[src/inc/bus_ctrl_pkg.sv]
// package: constants and types for the status-decode bus controller
// What this block does
// - sample and update only on falling clock edges
// - active-low status low starts a bus cycle
// - decode space and status into cycle type
// - low space_select means I/O, high memory
// - timing strap selects system-bus or fast timing
// - strap chooses grant-enable or command-enable meaning
// - latch select at status end; gates whole cycle
// - delay high holds command off, resample next
// - ready low before command still ends cycle
// - separate memory, I/O commands, direction, enable
// - idle, status, command states; status and command two clocks each
// - ready high at command end adds wait
// - direction high for writes and idle
// - grant low enables commands, high floats them
package bus_ctrl_pkg;
   // ****************************************************************
   // cycle types
   // ****************************************************************
   typedef enum logic [2:0] {
      CYC_IRQ_ACK = 3'h0,
      CYC_IO_RD = 3'h1,
      CYC_IO_WR = 3'h2,
      CYC_IDLE0 = 3'h3,
      CYC_HALT = 3'h4,
      CYC_MEM_RD = 3'h5,
      CYC_MEM_WR = 3'h6,
      CYC_IDLE1 = 3'h7
   } cycle_t;

   // ****************************************************************
   // bus states, gray along idle-status-command
   // ****************************************************************
   typedef enum logic [1:0] {
      ST_IDLE = 2'h0,
      ST_STATUS = 2'h1,
      ST_COMMAND = 2'h3
   } bus_state_t;

   typedef struct packed {
      logic irq_ack;
      logic io_read;
      logic io_write;
      logic mem_read;
      logic mem_write;
   } commands_t;

   localparam logic [4:0] COMMANDS_RESET = 5'h00;
   localparam logic [0:0] PHASE_LAST = 1'h1;
endpackage

[src/hw/edge_sync.sv]
// module: two-flop synchroniser bank for pin inputs
`timescale 1ns/1ps
`default_nettype none
module edge_sync #(
   parameter int WIDTH = 1
) (
   input wire logic clock_i,
   input wire logic reset_i,
   input wire logic [WIDTH-1:0] async_i,
   output logic [WIDTH-1:0] sync_o
);
   logic [WIDTH-1:0] first_r;
   logic [WIDTH-1:0] first_nxt;
   logic [WIDTH-1:0] second_nxt;

   always_comb begin
      first_nxt = async_i;
      second_nxt = first_r;
   end

   always_ff @(negedge clock_i) begin
      if (reset_i) begin
         // ones keep status idle, no false start after reset
         first_r <= '1;
         sync_o <= '1;
      end else begin
         first_r <= first_nxt;
         sync_o <= second_nxt;
      end
   end
endmodule
`default_nettype wire

[src/hw/status_decode_bus_controller.sv]
// module: bus controller decoding status into commands
`timescale 1ns/1ps
`default_nettype none
module status_decode_bus_controller (
   input wire logic clock_i,
   input wire logic reset_i,
   input wire logic status0_n_i,
   input wire logic status1_n_i,
   input wire logic space_select_i,
   input wire logic bus_timing_select_i,
   input wire logic latched_select_i,
   input wire logic command_delay_i,
   input wire logic dual_enable_i,
   input wire logic ready_n_i,
   output bus_ctrl_pkg::commands_t commands_o,
   output logic commands_oe_o,
   output logic transfer_direction_o,
   output logic transceiver_enable_o,
   output logic cascade_addr_enable_o
);
   // ****************************************************************
   // input synchronisers
   // ****************************************************************
   logic [7:0] pins_s;
   logic st0_n, st1_n, space_s, timing_s, select_s, delay_s, enable_s, ready_n_s;

   edge_sync #(.WIDTH(8)) sync_u (
      .clock_i(clock_i),
      .reset_i(reset_i),
      .async_i({status0_n_i, status1_n_i, space_select_i, bus_timing_select_i,
                latched_select_i, command_delay_i, dual_enable_i, ready_n_i}),
      .sync_o(pins_s)
   );

   always_comb begin
      {st0_n, st1_n, space_s, timing_s, select_s, delay_s, enable_s, ready_n_s} = pins_s;
   end

   // ****************************************************************
   // state
   // ****************************************************************
   bus_ctrl_pkg::bus_state_t state_r, state_nxt;
   bus_ctrl_pkg::cycle_t cycle_r, cycle_nxt;
   logic phase_r, phase_nxt;
   logic selected_r, selected_nxt;
   logic issued_r, issued_nxt;
   bus_ctrl_pkg::commands_t cmd_r, cmd_nxt;
   logic oe_r, oe_nxt;
   logic dir_r, dir_nxt;
   logic xcvr_en_r, xcvr_en_nxt;
   logic cascade_r, cascade_nxt;
   logic is_write, is_xfer, granted, cmd_allow;
   bus_ctrl_pkg::commands_t decoded;

   always_comb begin
      state_nxt = state_r;
      cycle_nxt = cycle_r;
      phase_nxt = phase_r;
      selected_nxt = selected_r;
      issued_nxt = issued_r;
      is_write = (cycle_r == bus_ctrl_pkg::CYC_IO_WR) || (cycle_r == bus_ctrl_pkg::CYC_MEM_WR);
      is_xfer = (cycle_r != bus_ctrl_pkg::CYC_IDLE0) && (cycle_r != bus_ctrl_pkg::CYC_IDLE1)
                && (cycle_r != bus_ctrl_pkg::CYC_HALT);
      // strap picks grant (low active) or command enable (high active)
      granted = timing_s ? ~enable_s : 1'b1;
      cmd_allow = timing_s ? 1'b1 : enable_s;
      // one-hot command from the latched cycle type
      decoded = bus_ctrl_pkg::COMMANDS_RESET;
      decoded.irq_ack = (cycle_r == bus_ctrl_pkg::CYC_IRQ_ACK);
      decoded.io_read = (cycle_r == bus_ctrl_pkg::CYC_IO_RD);
      decoded.io_write = (cycle_r == bus_ctrl_pkg::CYC_IO_WR);
      decoded.mem_read = (cycle_r == bus_ctrl_pkg::CYC_MEM_RD);
      decoded.mem_write = (cycle_r == bus_ctrl_pkg::CYC_MEM_WR);
      cmd_nxt = cmd_r;
      oe_nxt = granted;
      dir_nxt = dir_r;
      xcvr_en_nxt = xcvr_en_r;
      cascade_nxt = cascade_r;
      unique case (state_r)
         bus_ctrl_pkg::ST_IDLE: begin
            phase_nxt = 1'b0;
            cmd_nxt = bus_ctrl_pkg::COMMANDS_RESET;
            xcvr_en_nxt = 1'b0;
            cascade_nxt = 1'b0;
            if (!xcvr_en_r) begin
               dir_nxt = 1'b1;
            end
            if (!st0_n || !st1_n) begin
               state_nxt = bus_ctrl_pkg::ST_STATUS;
               cycle_nxt = bus_ctrl_pkg::cycle_t'({space_s, st1_n, st0_n});
            end
         end
         bus_ctrl_pkg::ST_STATUS: begin
            phase_nxt = ~phase_r;
            if (phase_r == bus_ctrl_pkg::PHASE_LAST) begin
               selected_nxt = select_s;
               issued_nxt = 1'b0;
               state_nxt = bus_ctrl_pkg::ST_COMMAND;
               if (select_s && is_xfer) begin
                  dir_nxt = is_write;
                  cascade_nxt = (cycle_r == bus_ctrl_pkg::CYC_IRQ_ACK);
                  // fast timing enables transceiver at once for all
                  xcvr_en_nxt = granted && cmd_allow && !(timing_s && is_write);
               end
            end
         end
         bus_ctrl_pkg::ST_COMMAND: begin
            phase_nxt = ~phase_r;
            cascade_nxt = 1'b0;
            if (selected_r && is_xfer) begin
               xcvr_en_nxt = granted && cmd_allow;
               // system-bus timing holds commands off until second clock
               if (!issued_r && !delay_s && cmd_allow && granted
                   && (!timing_s || phase_r)) begin
                  cmd_nxt = decoded;
                  issued_nxt = 1'b1;
               end
               if (!cmd_allow || !granted) begin
                  cmd_nxt = bus_ctrl_pkg::COMMANDS_RESET;
               end
            end
            if (phase_r == bus_ctrl_pkg::PHASE_LAST && !ready_n_s) begin
               // end cycle, even if no command issued
               cmd_nxt = bus_ctrl_pkg::COMMANDS_RESET;
               xcvr_en_nxt = 1'b0;
               selected_nxt = 1'b0;
               state_nxt = bus_ctrl_pkg::ST_IDLE;
               if (!st0_n || !st1_n) begin
                  state_nxt = bus_ctrl_pkg::ST_STATUS;
                  phase_nxt = 1'b0;
                  cycle_nxt = bus_ctrl_pkg::cycle_t'({space_s, st1_n, st0_n});
               end
            end
            // ready high at end repeats command as wait state
         end
         default: begin
            state_nxt = bus_ctrl_pkg::ST_IDLE;
         end
      endcase
   end

   // all registers update on falling edge
   always_ff @(negedge clock_i) begin
      if (reset_i) begin
         state_r <= bus_ctrl_pkg::ST_IDLE;
         cycle_r <= bus_ctrl_pkg::CYC_IDLE1;
         phase_r <= 1'b0;
         selected_r <= 1'b0;
         issued_r <= 1'b0;
         cmd_r <= bus_ctrl_pkg::COMMANDS_RESET;
         oe_r <= 1'b0;
         dir_r <= 1'b1;
         xcvr_en_r <= 1'b0;
         cascade_r <= 1'b0;
      end else begin
         state_r <= state_nxt;
         cycle_r <= cycle_nxt;
         phase_r <= phase_nxt;
         selected_r <= selected_nxt;
         issued_r <= issued_nxt;
         cmd_r <= cmd_nxt;
         oe_r <= oe_nxt;
         dir_r <= dir_nxt;
         xcvr_en_r <= xcvr_en_nxt;
         cascade_r <= cascade_nxt;
      end
   end

   always_comb begin
      commands_o = cmd_r;
      commands_oe_o = oe_r;
      transfer_direction_o = dir_r;
      transceiver_enable_o = xcvr_en_r;
      cascade_addr_enable_o = cascade_r;
   end
endmodule
`default_nettype wire

[config.mk]
export PLATFORM = sky130hd
export DESIGN_NAME = status_decode_bus_controller
export DESIGN_NICKNAME = d
export VERILOG_FILES = /design/src/inc/bus_ctrl_pkg.sv /design/src/hw/edge_sync.sv /design/src/hw/status_decode_bus_controller.sv
export SDC_FILE = /design/constraint.sdc
export NUM_CORES = 1
export LEC_CHECK = 0
export BUFFER_PORTS_ARGS = -buffer_cell sky130_fd_sc_hd__buf_4
export CAP_MARGIN = 20
export CORE_ASPECT_RATIO = 0.75
export CORE_MARGIN = 3
export CORE_UTILIZATION = 62
export CTS_BUF_LIST = sky130_fd_sc_hd__clkbuf_8
export DETAILED_ROUTE_END_ITERATION = 6
export PLACE_DENSITY = 0.95
export SETUP_SLACK_MARGIN = 0.05
export SYNTH_ARGS = -nofsm -noshare
export SYNTH_HDL_FRONTEND = slang
export SYNTH_HIERARCHICAL = 1
export SYNTH_SLANG_ARGS = --single-unit
[constraint.sdc]
create_clock -name clock_i -period 3.5 [get_ports clock_i]
set_input_delay 0.175 -clock clock_i [delete_from_list [all_inputs] [get_ports clock_i]]
set_output_delay 0.175 -clock clock_i [all_outputs]
set_load 0.005 [all_outputs]
==> flow_metrics.tcl <==
set metrics [dict create \
    run_status "finished clean" \
    ys_dominant_reg_cell "sky130_fd_sc_hd__dfxtp_1" \
    via_count 1222 \
    count_of_flip_flops_with_a_built_in_enable_after_synthesis 0 \
    globalRoute.busiestLayer "met2" \
    drt_iter0_drc 71 \
    powerDensity_nw_per_um2 640 \
    global_route.usage.total_pct 25.3 \
    num_antenna_cells 0 \
    floorplan.initialDensity_pct 67.0 \
    rsz0062_at_grt "false" \
    clkLatencyLatePin_ns 0.36 \
    post-synth-top-count-cell "sky130_fd_sc_hd__dfxtp_1" \
    power.leakage_nw 0.830 \
    io_buffer_count 18 \
    hold_buffers 0 \
    slew_of_the_pin_with_the_lowest_slew_margin_ns 0.451 \
    yosysSeqAreaShare_pct 48.1 \
    cts-root-to-sink-buffers 2 \
    grt_antenna_before_repair 0 \
    stdcell_count 218 \
    critPathSlowestCell "sky130_fd_sc_hd__dfxtp_1" \
    viasPerCell 5.61 \
    final_max_slew_viol_count 0 \
    cts_buffers 5 \
    critical_path.max_stage_delay_ns 0.39 \
    whs_endpoint "sync_u/sync_o[7]" \
    grt_start_max_net_pins 25 \
    fin_area_sq_um 1720 \
    ant_nets 0 \
    crit_arrival_ns 2.63 \
    clk_pin_slew_worst_paths_ns 0.05 \
    die_width_microns 60.3 \
    std_cell_rows 14 \
    ys_warn_count 6 \
    postSynthAreaPerCell_sq_um 9.47 \
    placed_cells 180 \
    via_count_of_the_first_global_routing_pass 1215 \
    async_flop_share_pct 0 \
    power.total_w 0.00110 \
    globalRouteMet1Util_pct 26.9 \
    fp.coreArea_sq_um 2050 \
    worst_hold_path.num_cells 1 \
    min_path_type "flop to flop" \
    maxCapViolations 0 \
    holdCritStartpoint "sync_u/first_r[7]" \
    synth_top_cells_by_count "33 x sky130_fd_sc_hd__dfxtp_1, 16 x sky130_fd_sc_hd__or2_1, 14 x sky130_fd_sc_hd__nand2_1" \
    num_io_pins 19 \
    post_cts.repair.setup_buffers 0 \
    cts-resized-gates 0 \
    fin_setup_tns_ns 0 \
    layout.filler_cells 102 \
    timing.final.ws_setup_ns 0.698 \
    die_h_microns 46.8 \
    globalRouteMet3Util_pct 11.8 \
    setup-violations-final 0 \
    top_cell_type_by_total_area_after_synthesis "sky130_fd_sc_hd__dfxtp_1" \
    globalplace.congestion 0.918 \
    synth.lib_cells_used.distinct 34 \
    path_buf_inv 1 \
    cp_top_family "flip-flops" \
    worst_setup_path_end_kind "primary output" \
    floorplan.die_area_sq_um 2820 \
    tritoncts "yes" \
    critical_path.cell_chain "buf_4" \
    totalWireLength_microns 3130 \
    synth_top_area_share_pct 48.1 \
    place.detailed.hpwl_microns 1950 \
    depth_of_the_worst_register_to_register_path 4 \
    timing.critical_path.from_type "flop" \
    detail_route.wl_per_cell_microns 14.4 \
    cp_data_required_time_ns 3.32 \
    r2r_start "cycle_r[0]" \
    ctsHtreeMaxLevel 2 \
    final_layout_size_suffix_gt1_share_pct 14.4 \
    regToRegEndpoint "commands_o[1]" \
    clock_sink_count 33 \
    grt-ovfl-total 0 \
    worst-setup-path-type "flop to primary output" \
    synth.ff_latch_count 33 \
    first_pass_grt_wire_length_microns 5050 \
    synth_top_cells_by_area "sky130_fd_sc_hd__dfxtp_1 48%, sky130_fd_sc_hd__or2_1 7.3%, sky130_fd_sc_hd__mux2i_1 6.6%, sky130_fd_sc_hd__ha_1 5.5%, sky130_fd_sc_hd__nand2_1 3.8%" \
    drtPass1Iterations 4 \
    timing.max_slew.rel_slack_pct 69.9 \
    dp_worst_setup_slack_ns 0.615 \
    hold_violations 0 \
    area_delta_synth_final_pct 25.2 \
    crit_path_max_fanout 4 \
    number_of_cells_produced_by_synthesis 145 \
    clock_skew_ns 0.0241 \
    mappedNetlistArea_sq_um 1370 \
    syn-num-nets 161 \
    reg2reg_setup_slack_ns 1.65 \
    grt.met2_usage_pct 41.4 \
    ir_worst_vdd_mv 0.663 \
    finish.net_count 210 \
    ctsRootBufferMaster "sky130_fd_sc_hd__clkbuf_8" \
    drt_drc_violations_left 0 \
    place_area_sq_um 1500 \
]
## cell families (layout without fill, tap and decap cells)
kind of cell | after synthesis | in the layout | share of synthesized area (%)
AND/OR/NAND/NOR | 55 | 55 | 21.3
flip-flops | 33 | 33 | 48.1
AO/OA/AOI/OAI | 26 | 26 | 13.0
buffers and inverters | 16 | 65 | 5.47
multiplexers | 9 | 9 | 6.56
adder cells (fa/ha/maj) | 6 | 6 | 5.47
## cell usage in the layout, fill, tap and decap left out, types with 2 or more instances in the layout
cell	synthesis	layout
sky130_fd_sc_hd__a211oi_1	2	2
sky130_fd_sc_hd__a21oi_1	8	8
sky130_fd_sc_hd__and2_1	2	2
sky130_fd_sc_hd__buf_4	0	18
sky130_fd_sc_hd__clkbuf_8	0	5
sky130_fd_sc_hd__dfxtp_1	33	33
sky130_fd_sc_hd__ha_1	6	6
sky130_fd_sc_hd__inv_1	9	40
sky130_fd_sc_hd__mux2i_1	9	9
sky130_fd_sc_hd__nand2_1	14	14
sky130_fd_sc_hd__nand4_1	5	5
sky130_fd_sc_hd__nor2_1	8	8
sky130_fd_sc_hd__nor3_1	2	2
sky130_fd_sc_hd__o211ai_1	2	2
sky130_fd_sc_hd__o21ai_0	5	5
sky130_fd_sc_hd__or2_1	16	16
## registers in the layout, indices dropped and copies added, names as in the netlist, 2 cells and up
register and flops:
cycle_r 3, sync_u/first_r 8, commands_o 5, state_r 2, sync_u/sync_o 8
## power by group
group          leakage (nW)  total (W)  internal (W)  switching, W
clock                 0.230   0.000509      0.000259      0.000250
sequential            0.271   0.000420      0.000401     0.0000185
combinational         0.329   0.000170     0.0000754     0.0000950
## layout make-up
| cell class | count | area (sq um) | share of cell area, % |
|---|---|---|---|
| clock buffer | 5 | 68.8 | 4.01 |
| inverter | 7 | 26.3 | 1.53 |
| sequential | 33 | 661 | 38.5 |
| timing repair buffer | 18 | 135 | 7.87 |
| clock inverter | 35 | 160 | 9.32 |
| tap | 24 | 30.0 | 1.75 |
| multi-input combinational | 96 | 637 | 37.1 |
## metal layers
layer  up-vias  routed length (microns)
met5         -                        0
met1       557                     1290
met4         0                       95
li1        592                        -
met2        60                     1520
met3        13                      228
## per-stage QoR
step / utilization, % / hold slack (ns)
2_1_floorplan: - / 0.383
3_3_place_gp: 73.0 / 0.385
3_5_place_dp: 73.0 / 0.399
4_1_cts: 83.8 / 0.412
5_1_grt: 83.8 / 0.438
6_report: 83.8 / 0.405
## worst max-delay path by stage
| stage | from | endpoint | slack [ns] | depth (start not counted) |
|---|---|---|---|---|
| detailed placement | reset_i | commands_o[1] | 0.62 | 4 |
| finish | transceiver_enable_o | transceiver_enable_o | 0.70 | 1 |
| global route | transceiver_enable_o | transceiver_enable_o | 0.68 | 1 |
| global placement | reset_i | transceiver_enable_o | 0.74 | 4 |
| floorplan | reset_i | commands_o[0] | 0.76 | 5 |
| CTS | transceiver_enable_o | transceiver_enable_o | 0.70 | 1 |
Power figures use the tool's default switching activity.
